`config.mk`:
```
export PLATFORM = sky130hd
export DESIGN_NAME = sdram_bank_arb
export DESIGN_NICKNAME = d
export VERILOG_FILES = /design/src/logic/sdram_arb_pkg.sv /design/src/logic/bank_fsm.sv /design/src/logic/sdram_bank_arb.sv
export VERILOG_INCLUDE_DIRS = /design/src /design/src/logic
export SDC_FILE = /design/constraint.sdc
export NUM_CORES = 1
export LEC_CHECK = 0
export BUFFER_PORTS_ARGS = -buffer_cell sky130_fd_sc_hd__buf_4
export CORE_AREA = 2 2 131 133
export DETAILED_ROUTE_END_ITERATION = 8
export DIE_AREA = 0 0 133 135
export GPL_TIMING_DRIVEN = 0
export SETUP_SLACK_MARGIN = 0.05
export SYNTH_ARGS = -nofsm -noshare
export SYNTH_HDL_FRONTEND = slang
export SYNTH_SLANG_ARGS = --single-unit
```
`constraint.sdc`:
```
create_clock -name clk -period 2.3 [get_ports clk]
set_clock_uncertainty 0.05 [all_clocks]
set_input_delay 0 -clock clk [delete_from_list [all_inputs] [get_ports clk]]
set_output_delay 0 -clock clk [all_outputs]
set_load 0.1 [all_outputs]
```
`src/logic/sdram_arb_defs.svh`:
```
/*
 Holds the timing counts and field positions shared by the bank command logic.
 Assumes a 100 MHz clock; the NS figures are in nanoseconds and are converted to cycles in the arbiter module.
*/
`ifndef SDRAM_ARB_DEFS_SVH
`define SDRAM_ARB_DEFS_SVH
`define CLK_PERIOD_NS        10
`define ROW_PRECHARGE_NS     20
`define REFRESH_CYCLE_NS     60
`define MODE_SET_DELAY_CLK   2
`define WRITE_RECOVERY_NS    15
`define ROW_TO_COLUMN_NS     20
`define CAS_LATENCY_CLK      3
`define BURST_LEN_CLK        4
`define AP_BIT               10
`define CNT_W                8
`endif

```
`src/logic/sdram_arb_pkg.sv`:
```
/*
 Types for the bank command logic: the decoded command and bank states.
 Assumes the defines header is compiled alongside.
*/
package sdram_arb_pkg;
   typedef enum logic [3:0] {
      CMD_INHIBIT, CMD_NOP, CMD_ACTIVE, CMD_READ, CMD_WRITE, CMD_PRECHARGE,
      CMD_BURST_STOP, CMD_REFRESH, CMD_LOAD_MODE
   } cmd_t;
   typedef enum logic [3:0] {
      BK_IDLE, BK_ACTIVATING, BK_ACTIVE, BK_READ, BK_WRITE, BK_READ_AP,
      BK_WRITE_AP, BK_RECOVER_AP, BK_PRECHARGING
   } bank_state_t;
endpackage

```
`src/logic/bank_fsm.sv`:
```
/*
 One bank's state machine with its own cycle counter.
 Assumes decoded command strobes from the top, already qualified by bank.
*/
`timescale 1ns/1ns
`include "sdram_arb_defs.svh"
module bank_fsm #(
   parameter int unsigned ROW_PRECHARGE_TIME  = 2,
   parameter int unsigned ROW_TO_COLUMN_DELAY = 2,
   parameter int unsigned WRITE_RECOVERY_TIME  = 2,
   parameter int unsigned BL   = 4
) (
   input  wire logic                       clk,
   input  wire logic                       rstn,
   input  wire logic                       act_i,
   input  wire logic                       rd_i,
   input  wire logic                       wr_i,
   input  wire logic                       ap_i,
   input  wire logic                       pre_i,
   input  wire logic                       stop_i,
   input  wire logic                       intr_i,
   input  wire logic                       global_hold,
   output sdram_arb_pkg::bank_state_t      state,
   output logic                            bursting
);
   import sdram_arb_pkg::*;
   bank_state_t          st_q, st_d;        // Bank state
   logic [`CNT_W-1:0]    cnt_q, cnt_d;      // Timer counting down
   wire                  cnt_done = (cnt_q == '0);
   wire [`CNT_W-1:0]     trp_c  = `CNT_W'(ROW_PRECHARGE_TIME - 1);
   wire [`CNT_W-1:0]     row_to_column_delay_c = `CNT_W'(ROW_TO_COLUMN_DELAY - 1);
   wire [`CNT_W-1:0]     twr_c  = `CNT_W'(WRITE_RECOVERY_TIME - 1);
   wire [`CNT_W-1:0]     bl_c   = `CNT_W'(BL - 1);

   assign state    = st_q;
   assign bursting = (st_q == BK_READ) || (st_q == BK_WRITE) ||
                     (st_q == BK_READ_AP) || (st_q == BK_WRITE_AP);

   // Next state; the timer is loaded on every entry to a timed state, including the auto precharge steps
   always_comb begin
      st_d  = st_q;
      cnt_d = cnt_done ? cnt_q : cnt_q - `CNT_W'(1);
      unique case (st_q)
         BK_IDLE: begin
            // Precharge to idle bank is a no-op
            if (act_i && !global_hold) begin
               st_d  = BK_ACTIVATING;
               cnt_d = row_to_column_delay_c;
            end
         end
         BK_ACTIVATING: if (cnt_done) st_d = BK_ACTIVE;
         BK_ACTIVE, BK_READ, BK_WRITE: begin
            if (pre_i) begin
               st_d  = BK_PRECHARGING;
               cnt_d = trp_c;
            end else if (rd_i || wr_i) begin
               st_d  = rd_i ? (ap_i ? BK_READ_AP : BK_READ)
                            : (ap_i ? BK_WRITE_AP : BK_WRITE);
               cnt_d = bl_c;
            end else if (stop_i || intr_i) begin
               st_d = BK_ACTIVE;
            end else if (st_q != BK_ACTIVE && cnt_done) begin
               st_d = BK_ACTIVE;        // Burst ran out
            end
         end
         BK_READ_AP: begin
            if (intr_i || stop_i || cnt_done) begin
               st_d  = BK_PRECHARGING;
               cnt_d = trp_c;
            end
         end
         BK_WRITE_AP: begin
            if (intr_i || stop_i || cnt_done) begin
               st_d  = BK_RECOVER_AP;
               cnt_d = twr_c;
            end
         end
         BK_RECOVER_AP: if (cnt_done) begin
            st_d  = BK_PRECHARGING;
            cnt_d = trp_c;
         end
         BK_PRECHARGING: if (cnt_done) st_d = BK_IDLE;
      endcase
   end

   // State registers
   always_ff @(posedge clk) begin
      if (!rstn) begin
         st_q  <= BK_IDLE;
         cnt_q <= '0;
      end else begin
         st_q  <= st_d;
         cnt_q <= cnt_d;
      end
   end
endmodule

```
`src/logic/sdram_bank_arb.sv`:
```
/*
 Four-bank command acceptance: decodes pins, runs bank machines, tracks
 the global refresh, mode-load and precharge-all holds and the data bus owner.
 Assumes commands sampled synchronously on clk, clock enable always high.
*/
// What this block does
// - Auto precharge bank returns idle after precharge
// - Refresh holds device until refresh cycle done
// - Mode load holds device until set delay
// - Precharge all idles every bank after precharge, except a bank still activating
// - Burst stop ends most recent burst
// - Precharge to idle bank is no-op
// - Deselect ignored, no-op continues operations
// - Pin code decodes into command
// - Idle bank never blocks other banks
// - Precharge elsewhere leaves running burst alone
// - Interrupted auto precharge burst starts precharge
// - Read after read owns bus after latency
// - Write interrupts read at registration
// - Read interrupts write, last data before
// - Write interrupts write, last data before
// - Read interrupt starts auto precharge now
// - Write interrupt starts read auto precharge
// - Write auto precharge waits recovery first
// - Address bit ten selects auto precharge
`timescale 1ns/1ns
`include "sdram_arb_defs.svh"
module sdram_bank_arb #(
   parameter int unsigned NBANK = 4,
   parameter int unsigned AW    = 12,
   parameter int unsigned CL    = `CAS_LATENCY_CLK,
   parameter int unsigned BL    = `BURST_LEN_CLK
) (
   input  wire logic                        clk,
   input  wire logic                        rstn,
   input  wire logic                        cs_n,
   input  wire logic                        ras_n,
   input  wire logic                        cas_n,
   input  wire logic                        we_n,
   input  wire logic [1:0]                  bank_select_bits,
   input  wire logic [AW-1:0]               addr,
   output sdram_arb_pkg::cmd_t              cmd_q,
   output logic                             all_idle_q,
   output logic                             busy_hold_q,
   output logic [1:0]                       data_bank_q,
   output logic                             data_out_q,
   output logic                             data_in_q,
   output logic [NBANK-1:0]                 bank_idle_q
);
   import sdram_arb_pkg::*;
   localparam int unsigned ROW_PRECHARGE_TIME  = (`ROW_PRECHARGE_NS + `CLK_PERIOD_NS - 1) / `CLK_PERIOD_NS;
   localparam int unsigned REFRESH_CYCLE_TIME  = (`REFRESH_CYCLE_NS + `CLK_PERIOD_NS - 1) / `CLK_PERIOD_NS;
   localparam int unsigned MODE_SET_DELAY = `MODE_SET_DELAY_CLK;
   localparam int unsigned WRITE_RECOVERY_TIME  = (`WRITE_RECOVERY_NS + `CLK_PERIOD_NS - 1) / `CLK_PERIOD_NS;
   localparam int unsigned ROW_TO_COLUMN_DELAY = (`ROW_TO_COLUMN_NS + `CLK_PERIOD_NS - 1) / `CLK_PERIOD_NS;

   // Pin decode
   wire   sel    = !cs_n;
   wire   c_act  = sel && !ras_n &&  cas_n &&  we_n;
   wire   c_rd   = sel &&  ras_n && !cas_n &&  we_n;
   wire   c_wr   = sel &&  ras_n && !cas_n && !we_n;
   wire   c_pre  = sel && !ras_n &&  cas_n && !we_n;
   wire   c_stop = sel &&  ras_n &&  cas_n && !we_n;
   wire   c_ref  = sel && !ras_n && !cas_n &&  we_n;
   wire   c_lmr  = sel && !ras_n && !cas_n && !we_n;
   wire   ap     = addr[`AP_BIT];
   wire   pre_all = c_pre && ap;

   // Global hold state: refresh, mode load, precharge all
   typedef enum logic [1:0] {G_RUN, G_REFRESH, G_MODE, G_PREALL} glob_t;
   glob_t               g_q, g_d;        // Global state
   logic [`CNT_W-1:0]   gcnt_q, gcnt_d;  // Global timer
   wire                 hold = (g_q != G_RUN);
   wire                 gdone = (gcnt_q == '0);

   // Commands only act when no global hold is running
   wire   live   = !hold;
   logic [NBANK-1:0] tgt;                // One-hot bank target
   always_comb begin
      tgt = '0;
      tgt[bank_select_bits] = 1'b1;
   end

   // Most recent burst owner, for stop and interrupts
   logic [1:0]        last_q;            // Bank of latest burst
   logic              last_v_q;          // A burst has been started
   wire               new_burst = live && (c_rd || c_wr);
   bank_state_t       bst   [NBANK];     // Per-bank state
   logic [NBANK-1:0]  burst;             // Per-bank bursting

   genvar g;
   generate
      for (g = 0; g < NBANK; g++) begin : g_bank
         wire mine = tgt[g];
         // Another bank's burst interrupts this one
         wire intr = new_burst && !mine && last_v_q && (last_q == 2'(g));
         bank_fsm #(.ROW_PRECHARGE_TIME(ROW_PRECHARGE_TIME), .ROW_TO_COLUMN_DELAY(ROW_TO_COLUMN_DELAY), .WRITE_RECOVERY_TIME(WRITE_RECOVERY_TIME), .BL(BL)) u_bank (
            .clk         (clk),
            .rstn        (rstn),
            .act_i       (live && c_act && mine),
            .rd_i        (live && c_rd && mine),
            .wr_i        (live && c_wr && mine),
            .ap_i        (ap),
            .pre_i       (live && c_pre && (mine || ap)),
            .stop_i      (live && c_stop && last_v_q && (last_q == 2'(g))),
            .intr_i      (intr),
            .global_hold (hold),
            .state       (bst[g]),
            .bursting    (burst[g])
         );
      end
   endgenerate

   // Per-bank idle flags; a precharge to an idle bank leaves them set
   wire [NBANK-1:0] idle_w;
   for (g = 0; g < NBANK; g++) begin : g_idle
      assign idle_w[g] = (bst[g] == BK_IDLE);
   end
   wire all_idle = &idle_w;

   // Global hold machine
   always_comb begin
      g_d    = g_q;
      gcnt_d = gdone ? gcnt_q : gcnt_q - `CNT_W'(1);
      unique case (g_q)
         G_RUN: begin
            if (c_ref && all_idle) begin
               g_d    = G_REFRESH;
               gcnt_d = `CNT_W'(REFRESH_CYCLE_TIME - 1);
            end else if (c_lmr && all_idle) begin
               g_d    = G_MODE;
               gcnt_d = `CNT_W'(MODE_SET_DELAY - 1);
            end else if (pre_all) begin
               g_d    = G_PREALL;
               gcnt_d = `CNT_W'(ROW_PRECHARGE_TIME - 1);
            end
         end
         G_REFRESH, G_MODE, G_PREALL: if (gdone) g_d = G_RUN;
      endcase
   end

   // Data bus owner pipeline: reads after latency, writes at once
   logic [CL-1:0]       rd_pipe_q;     // Read data valid pipe
   logic [1:0]          rd_bank_q [CL];// Read bank pipe
   wire                 rd_go = live && c_rd;
   wire                 wr_go = live && c_wr;
   // A write or a stop cancels read data still waiting out the latency
   wire                 cut   = wr_go || (live && c_stop);
   logic [`CNT_W-1:0]   beat_q;        // Remaining burst beats

   // Command, hold and owner registers
   always_ff @(posedge clk) begin
      if (!rstn) begin
         g_q        <= G_RUN;
         gcnt_q     <= '0;
         last_q     <= 2'h0;
         last_v_q   <= 1'b0;
         rd_pipe_q  <= '0;
         for (int i = 0; i < CL; i++) rd_bank_q[i] <= 2'h0;
      end else begin
         g_q    <= g_d;
         gcnt_q <= gcnt_d;
         if (new_burst) begin
            last_q   <= bank_select_bits;
            last_v_q <= 1'b1;
         end
         // Cancelled reads never reach the bus
         if (cut) rd_pipe_q <= '0;
         else rd_pipe_q <= {rd_pipe_q[CL-2:0], rd_go};
         rd_bank_q[0] <= bank_select_bits;
         for (int i = 1; i < CL; i++) rd_bank_q[i] <= rd_bank_q[i-1];
      end
   end

   // Bus direction and beat count
   always_ff @(posedge clk) begin
      if (!rstn) begin
         beat_q      <= '0;
         data_bank_q <= 2'h0;
         data_out_q  <= 1'b0;
         data_in_q   <= 1'b0;
      end else if (wr_go) begin
         beat_q      <= `CNT_W'(BL - 1);
         data_in_q   <= 1'b1;
         data_out_q  <= 1'b0;
         data_bank_q <= bank_select_bits;
      end else if (live && c_stop) begin
         // Stop ends whichever burst holds the bus
         beat_q      <= '0;
         data_out_q  <= 1'b0;
         data_in_q   <= 1'b0;
      end else if (rd_pipe_q[CL-1]) begin
         beat_q      <= `CNT_W'(BL - 1);
         data_out_q  <= 1'b1;
         data_in_q   <= 1'b0;
         data_bank_q <= rd_bank_q[CL-1];
      end else if (rd_go && data_in_q) begin
         // Read ends a write at once; its own data follows later
         beat_q      <= '0;
         data_in_q   <= 1'b0;
      end else if (beat_q != '0) begin
         beat_q <= beat_q - `CNT_W'(1);
      end else begin
         data_out_q <= 1'b0;
         data_in_q  <= 1'b0;
      end
   end

   // Status outputs
   always_ff @(posedge clk) begin
      if (!rstn) begin
         cmd_q       <= CMD_INHIBIT;
         all_idle_q  <= 1'b1;
         busy_hold_q <= 1'b0;
         bank_idle_q <= '1;
      end else begin
         // Pin code back to a named command
         cmd_q       <= !sel ? CMD_INHIBIT : c_act ? CMD_ACTIVE : c_rd ? CMD_READ :
                        c_wr ? CMD_WRITE : c_pre ? CMD_PRECHARGE :
                        c_stop ? CMD_BURST_STOP : c_ref ? CMD_REFRESH :
                        c_lmr ? CMD_LOAD_MODE : CMD_NOP;
         all_idle_q  <= all_idle && !hold;
         busy_hold_q <= hold;
         bank_idle_q <= idle_w;
      end
   end

   // Checks
   property p_refresh_hold;
      @(posedge clk) disable iff (!rstn)
      (g_q == G_RUN && c_ref && all_idle) |=> hold [*5];
   endproperty
   a_refresh_hold: assert property (p_refresh_hold) else $error("refresh hold short");

   property p_mode_hold;
      @(posedge clk) disable iff (!rstn)
      (g_q == G_RUN && c_lmr && all_idle && !c_ref) |=> hold ##1 hold ##1 !hold;
   endproperty
   a_mode_hold: assert property (p_mode_hold) else $error("mode hold wrong");

   property p_preall;
      @(posedge clk) disable iff (!rstn)
      (g_q == G_RUN && pre_all && !c_ref && !c_lmr) |=> hold ##1 hold ##1 !hold;
   endproperty
   a_preall: assert property (p_preall) else $error("precharge all wrong");

   property p_idle_pre;
      @(posedge clk) disable iff (!rstn)
      (live && c_pre && !ap && idle_w[bank_select_bits]) |=> idle_w[$past(bank_select_bits)];
   endproperty
   a_idle_pre: assert property (p_idle_pre) else $error("idle precharge changed bank");

   // Read reaches the end of the pipe unless a write or stop cancels it
   property p_read_owner;
      @(posedge clk) disable iff (!rstn)
      (rd_go ##1 !cut ##1 !cut) |=> rd_pipe_q[CL-1];
   endproperty
   a_read_owner: assert property (p_read_owner) else $error("read latency wrong");

   property p_write_take;
      @(posedge clk) disable iff (!rstn)
      wr_go |=> (data_in_q && !data_out_q);
   endproperty
   a_write_take: assert property (p_write_take) else $error("write did not take bus");

   property p_last_burst;
      @(posedge clk) disable iff (!rstn)
      new_burst |=> (last_q == $past(bank_select_bits)) && last_v_q;
   endproperty
   a_last_burst: assert property (p_last_burst) else $error("burst owner lost");

   property p_global_end;
      @(posedge clk) disable iff (!rstn)
      (hold && gdone) |=> !hold;
   endproperty
   a_global_end: assert property (p_global_end) else $error("hold did not end");

   // Stop leaves the latest burst bank no longer bursting
   property p_stop_ends;
      @(posedge clk) disable iff (!rstn)
      (live && c_stop && last_v_q) |=> !burst[$past(last_q)];
   endproperty
   a_stop_ends: assert property (p_stop_ends) else $error("stop left burst running");

   // Precharge aimed at another bank keeps read data flowing
   property p_pre_keep;
      @(posedge clk) disable iff (!rstn)
      (live && c_pre && !ap && data_out_q && (beat_q != '0) &&
       (bank_select_bits != data_bank_q)) |=> data_out_q;
   endproperty
   a_pre_keep: assert property (p_pre_keep) else $error("precharge cut a burst");

   // Activate to an idle bank is taken whatever the others do
   property p_act_takes;
      @(posedge clk) disable iff (!rstn)
      (live && c_act && idle_w[bank_select_bits]) |=> !idle_w[$past(bank_select_bits)];
   endproperty
   a_act_takes: assert property (p_act_takes) else $error("activate not taken");

   c_refresh: cover property (@(posedge clk) disable iff (!rstn) g_q == G_REFRESH);
   c_preall:  cover property (@(posedge clk) disable iff (!rstn) g_q == G_PREALL);
   c_rd_rd:   cover property (@(posedge clk) disable iff (!rstn) rd_go ##1 rd_go);
   c_wr_rd:   cover property (@(posedge clk) disable iff (!rstn) wr_go ##1 rd_go);
   c_rd_stop: cover property (@(posedge clk) disable iff (!rstn) rd_go ##1 (live && c_stop));
endmodule

```
==> summary.txt, run 1 <==
Run status
  • Status: complete, no violations

Yosys
  • Synth Net Count: 748
  • Number of synthesized flops with an enable pin: 0
  • Post-synth top cells: 102 x nor2_1, 92 x dfxtp_1, 70 x nand2_1, 46 x a21oi_1, 34 x o21ai_0
  • Distinct cells, synth: 81
  • Main synth FF type: dfxtp_1
  • Register area share after synthesis: 0.326
  • Synthesis Warnings: 0
  • Synth Register Bits: 92
  • Gate count of the mapped netlist: 713
  • Post-synth top area cell: dfxtp_1
  • Cell Area, Synth: 5650 um^2
  • Synthesized area per cell: 7.93 um^2
  • Most common cell in the netlist: nor2_1
  • Synth top area share: 0.326
  • Post-synth ARST share: 0
  • Synth area leaders: dfxtp_1 33%, nor2_1 6.8%, nand2_1 4.6%

Detailed routing
  • DRC violations left: 0
  • Drt pass-1 iters: 6
  • DR vias: 5344
  • Routed Antenna Nets: 0
  • Final WL: 15.3 mm
  • DRT iter0 DRCs: 425
  • Routed len/inst: 15.5 um
  • Vias per cell: 5.40

Die
  • Starting Density: 0.345
  • Die Width: 133 um
  • IO Pins: 34
  • Placeable Area: 16400 um^2
  • # rows: 47
  • Height of the die: 135 um
  • Die area: 18000 um^2

Placement
  • PortBufs: 21
  • Count of placed standard cells including taps: 954
  • Pre-CTS setup slack: -0.326 ns
  • Post-detail-place hpwl: 10.6 mm
  • GPL Wtd Cong: 0.896

Global route
  • Routing usage on met3: 0.0270
  • GRT Max-Usage Layer: met2
  • Initial antenna violation count: 0
  • Vias in the first global route: 4899
  • GRT Total Usage: 0.173
  • Congestion Overflow GR: 0
  • Met1 usage: 0.234
  • Largest net degree at the start of global routing: 19
  • Met2 usage: 0.267
  • First-pass GRT wire length: 24.7 mm

Worst hold path
  • Hold Crit Class: input port to flop

CTS
  • CTS Sinks: 92
  • TritonCTS clock tree: built
  • Root buf cell: clkbuf_16
  • Maximum clock path buffer count: 2
  • CTS Buf Count: 9
  • Worst skew pair latency: 0.36 ns
  • Clock transition at the registers of the reported paths: 0.07 ns
  • H-tree levels: 3

Worst setup path
  • Critical path class: flop to flop
  • Max FO, Critical Path: 7
  • Worst setup SP type: flop
  • Top delay family on crit path: compound AO/OA/AOI/OAI gates
  • R2r setup slk: 0.05 ns
  • Crit path cell chain: buf_6, nor4_4, buf_6, a31oi_2, o221ai_1, o211ai_2, buf_4, o31ai_1, a21oi_1
  • WP data required: 2.49 ns
  • Most Frequent Cell on Critical Path: buf_6
  • Worst Path Arrival: 2.44 ns
  • Critical path's slowest cell: nor4_4
  • CP max stage delay: 0.35 ns
  • CP bufs+invs: 3
  • Crit. End Element: flop

Cells and area
  • Post-Layout Cell Count: 990
  • Area growth syn-to-layout: 21.3%
  • N_diodes: 0
  • # fillers: 1641
  • Seq. cell area: 1850 um^2
  • Share of layout cells above drive strength 1: 0.197
  • Multi-input combinational cell area: 3790 um^2
  • Layout net count: 800

Run
  • Max-cap violations: 0

Timing
  • Final worst slack: 0.0538 ns
  • RSZ-0062 raised after global routing: true
  • Tmin final: 2.25 ns
  • Final setup viols: 0
  • Max Clk Rate: 445 MHz
  • Max Slew Vio Count: 0
  • Final setup TNS: 0 ns
  • Hold violation count in the final report: 0
  • Final period util: 0.977
  • Hold Slack: 0.00888 ns
  • Rel. slew slack: 0.528
  • Worst Max-Slew Pin Slew: 0.709 ns

Pwr
  • Leak pwr: 2.60 nW
  • Pwr/cell area: 1180 nW/um^2
  • Total power: 8.11 mW
  • VDD IR max: 0.000432 V
## what timing repair did
| action | 4_1_cts | 5_1_grt |
|---|---|---|
| buffers inserted | 6 | 16 |
| pin swaps | 6 | 40 |
| endpoints found under the hold margin | 1 | 0 |
| endpoints found under the setup margin | 42 | 57 |
| gates resized for setup | 18 | 54 |
| gates cloned | 0 | 1 |
## worst reg2reg max path: cells and delay by family, from the launching register on
family                 cells  cell delay [ns]
AO/OA/AOI/OAI              5             0.90
buffers and inverters      3             0.51
AND/OR/NAND/NOR            1             0.35
flip-flops                 1             0.32
## logic make-up (layout without fill, tap and decap cells)
kind of cell | Yosys count | in the layout | share of synthesized area
fa+ha+maj | 15 | 15 | 0.0332
buf+inv | 65 | 122 | 0.0500
compound gates | 177 | 177 | 0.228
simple gates | 310 | 310 | 0.277
flops | 92 | 92 | 0.326
mux | 10 | 10 | 0.0179
xor+xnor | 44 | 44 | 0.0682
## final cells by class
type / count / area share
timing repair buffer: 44 / 0.0500
clock buffer: 9 / 0.0328
inverter: 26 / 0.0142
multi-input combinational: 556 / 0.553
sequential: 92 / 0.270
buffer: 36 / 0.0268
clock inverter: 7 / 0.0128
tap: 220 / 0.0401
## state kept, by name (all words and copies together), names as in the netlist
| signal | count |
|---|---|
| all_idle_q | 1 |
| bank_idle_q | 4 |
| beat_q | 8 |
| busy_hold_q | 1 |
| cmd_q | 4 |
| data_bank_q | 2 |
| data_in_q | 1 |
| data_out_q | 1 |
| g_bank.u_bank.cnt_q | 32 |
| g_bank.u_bank.state | 16 |
| g_q | 2 |
| gcnt_q | 8 |
| last_q | 2 |
| last_v_q | 1 |
| rd_bank_q | 6 |
| rd_pipe_q | 3 |
## placed cells by master (no fill, tap or decap), types with 13 or more instances in the layout
cell type,netlist,routed
o21ai_0,34,32
nand2_1,70,67
nand2b_1,14,14
nor3_1,19,17
nand3_1,22,20
buf_4,0,44
inv_1,25,24
a21oi_1,46,41
ha_1,15,15
and2_1,15,13
xnor2_1,26,26
xor2_1,18,18
nor2_1,102,100
clkbuf_1,26,19
dfxtp_1,92,86
nor2b_1,14,14
## path summary, 6_finish.rpt
kind | from | to | cells past startpoint
max | g_q[1] | g_bank[3].u_bank.state[0] | 9
min | cas_n | cmd_q[2] | 4
min reg2reg | rd_bank_q[0][3] | rd_bank_q[0][5] | 1
max reg2reg | g_q[1] | g_bank[3].u_bank.state[0] | 9
## layer usage
metal | vias up | part of all wire
met4 | 0 | 0.030
met1 | 2493 | 0.47
met3 | 30 | 0.052
met5 | - | 0
met2 | 168 | 0.45
li1 | 2653 | -
## through the flow
| stage | cell area (um^2) | utilization |
|---|---|---|
| after detailed placement | 6090 | 0.371 |
| after global routing | 6860 | 0.418 |
| final | 6860 | 0.418 |
| after CTS | 6550 | 0.399 |
| after floorplan | 5650 | - |
| after global placement | 6090 | 0.371 |
## power breakdown
part           switching, mW  total [mW]  internal [mW]
Sequential             0.416        2.44           2.03
Clock                  0.726        1.60          0.872
Combinational           2.22        4.07           1.85
No activity file was read; power rests on OpenSTA's default activity.
==> run 2, diff against run 1 <==
CTS_CLUSTER_DIAMETER = 30   (was unset)
MAX_ROUTING_LAYER = met4   (was unset)
==> run 2 against run 1 <==
Hold slack gained 0.0046 ns. Highest routed layer unchanged. Critical path type unchanged. Register-to-register slack improved by 0.03 ns. Maximum frequency increased by 1.4%. Sequential power about the same. Via count decreased by 0.65%.
==> summary.txt, run 2 (synthesis gave the netlist of run 1 again) <==
Cells and area
  • Max reg flops: 32 (unchanged)
  • Area growth syn-to-layout: 21.3% (unchanged)
  • Share of layout cells above drive strength 1: 0.199 (was 0.197)
  • Post-Layout Cell Count: 989 (was 990)
  • Multi-input combinational cell area: 3800 um^2 (was 3790 um^2)
  • Commonest non-fill, non-tap cell in the layout: nor2_1 (unchanged)
  • # fillers: 1639 (was 1641)
  • Commonest non-fill, non-tap cells in the layout: 100 x nor2_1, 86 x dfxtp_1, 67 x nand2_1 (unchanged)
  • N_diodes: 0 (unchanged)
  • Seq. cell area: 1850 um^2 (unchanged)
  • Core Util, Final: 0.418 (unchanged)
  • Layout net count: 799 (was 800)
  • Most flops, register: g_bank.u_bank.cnt_q (unchanged)

Global route
  • Initial antenna violation count: 0 (unchanged)
  • First-pass GRT wire length: 24.8 mm (was 24.7 mm)
  • Largest net degree at the start of global routing: 19 (unchanged)
  • Vias in the first global route: 4895 (was 4899)
  • GRT Total Usage: 0.178 (was 0.173)
  • Congestion Overflow GR: 0 (unchanged)

CTS
  • Root buf cell: clkbuf_16 (unchanged)
  • H-tree levels: 3 (unchanged)
  • Clock transition at the registers of the reported paths: 0.07 ns (about the same)
  • Maximum clock path buffer count: 2 (unchanged)
  • CTS Buf Count: 9 (unchanged)
  • TritonCTS clock tree: built (unchanged)
  • CTS Sinks: 92 (unchanged)
  • Worst skew pair latency: 0.36 ns (about the same)

Detailed routing
  • Routed len/inst: 15.5 um (about the same)
  • Drt pass-1 iters: 8 (was 6)
  • DR vias: 5309 (was 5344)
  • Final WL: 15.3 mm (about the same)
  • DRC violations left: 0 (unchanged)
  • DRT iter0 DRCs: 359 (was 425)
  • Routed Antenna Nets: 0 (unchanged)
  • Vias per cell: 5.37 (was 5.40)

Timing
  • Worst Max-Slew Pin Slew: 0.710 ns (was 0.709 ns)
  • Final setup viols: 0 (unchanged)
  • Hold violation count in the final report: 0 (unchanged)
  • Max Slew Vio Count: 0 (unchanged)
  • RSZ-0062 raised after global routing: true (unchanged)
  • Rel. slew slack: 0.527 (was 0.528)
  • Final period util: 0.963 (was 0.977)
  • Tmin final: 2.21 ns (was 2.25 ns)
  • Max Clk Rate: 451 MHz (was 445 MHz)

Die
  • Height of the die: 135 um (unchanged)
  • Starting Density: 0.345 (unchanged)
  • Placeable Area: 16400 um^2 (unchanged)
  • # rows: 47 (unchanged)
  • IO Pins: 34 (unchanged)
  • Die Width: 133 um (unchanged)
  • Die area: 18000 um^2 (unchanged)

Run status
  • Status: complete, no violations (unchanged)

Pwr
  • VDD IR max: 0.000432 V (about the same)
  • Pwr/cell area: 1180 nW/um^2 (about the same)
  • Leak pwr: 2.60 nW (about the same)

Placement
  • Count of placed standard cells including taps: 954 (unchanged)
  • GPL Wtd Cong: 0.911 (was 0.896)
  • PortBufs: 21 (unchanged)
  • Post-detail-place hpwl: 10.6 mm (unchanged)

Worst setup path
  • WP data required: 2.49 ns (about the same)
  • Worst Path Arrival: 2.40 ns (was 2.44 ns)
  • Max FO, Critical Path: 6 (was 7)
  • Worst setup SP type: flop (unchanged)
  • Critical path class: flop to flop (unchanged)
  • Crit. End Element: flop (unchanged)

Worst hold path
  • Hold Crit Class: input port to flop (unchanged)

Run
  • Max-cap violations: 0 (unchanged)
-- run 2: power breakdown --
group | switching [mW] | total, mW | internal [mW]
clock network | 0.730 | 1.60 | 0.872
logic | 2.21 | 4.06 | 1.85
registers | 0.418 | 2.44 | 2.03
-- run 2: area by class of cell --
| class | count | area share |
|---|---|---|
| clock buffers | 9 | 0.0328 |
| inverters | 26 | 0.0142 |
| clock inverters | 7 | 0.0128 |
| multi-input cells | 556 | 0.554 |
| flip-flops and latches | 92 | 0.270 |
| repair buffers | 43 | 0.0489 |
| well taps | 220 | 0.0401 |
| plain buffers | 36 | 0.0268 |
-- run 2: worst max-delay path, cell delays in order, from the launching register on --
cell,delay (ns)
dfxtp_2,0.32
buf_6,0.13
nor4_4,0.35
buf_4,0.19
nand2_4,0.05
a211o_4,0.38
and2_4,0.15
o311ai_4,0.38
nor2_1,0.09
-- run 2: what timing repair did --
action,in CTS,in global routing
endpoints found under the setup margin,42,57
pin swaps,6,40
endpoints found under the hold margin,1,0
cloned,0,1
resized for setup,18,54
buffers inserted,6,15
-- run 2: path summary, 6_finish.rpt --
| kind | from | to | slack (ns) | depth (start not counted) |
|---|---|---|---|---|
| setup / recovery | g_q[1] | g_bank[1].u_bank.cnt_q[2] | 0.09 | 8 |
| hold / removal | cas_n | cmd_q[2] | 0.01 | 4 |
| hold reg to reg | rd_pipe_q[0] | rd_pipe_q[1] | 0.38 | 1 |
| setup reg to reg | g_q[1] | g_bank[1].u_bank.cnt_q[2] | 0.09 | 8 |
-- run 2: stage by stage --
stage               cell area [um^2]  power [mW]  hold slack [ns]  setup WS (ns)  setup TNS [ns]
floorplan                       5650        5.32            0.159          0.113               0
global placement                6090        5.98            0.362         -0.369           -4.68
detailed placement              6090        6.00            0.358         -0.326           -4.32
CTS                             6550        7.79          -0.0257         0.0279               0
global route                    6860        8.75          0.00866        -0.0323         -0.0358
finish                          6860        8.11           0.0135         0.0851               0
-- run 2: per-layer routing --
layer / wire [um] / global-route usage / vias up
met3: 783 / 0.0248 / 31
li1: - / - / 2650
met5: 0 / - / -
met1: 7220 / 0.236 / 2459
met2: 6860 / 0.268 / 169
met4: 459 / 0.0842 / 0
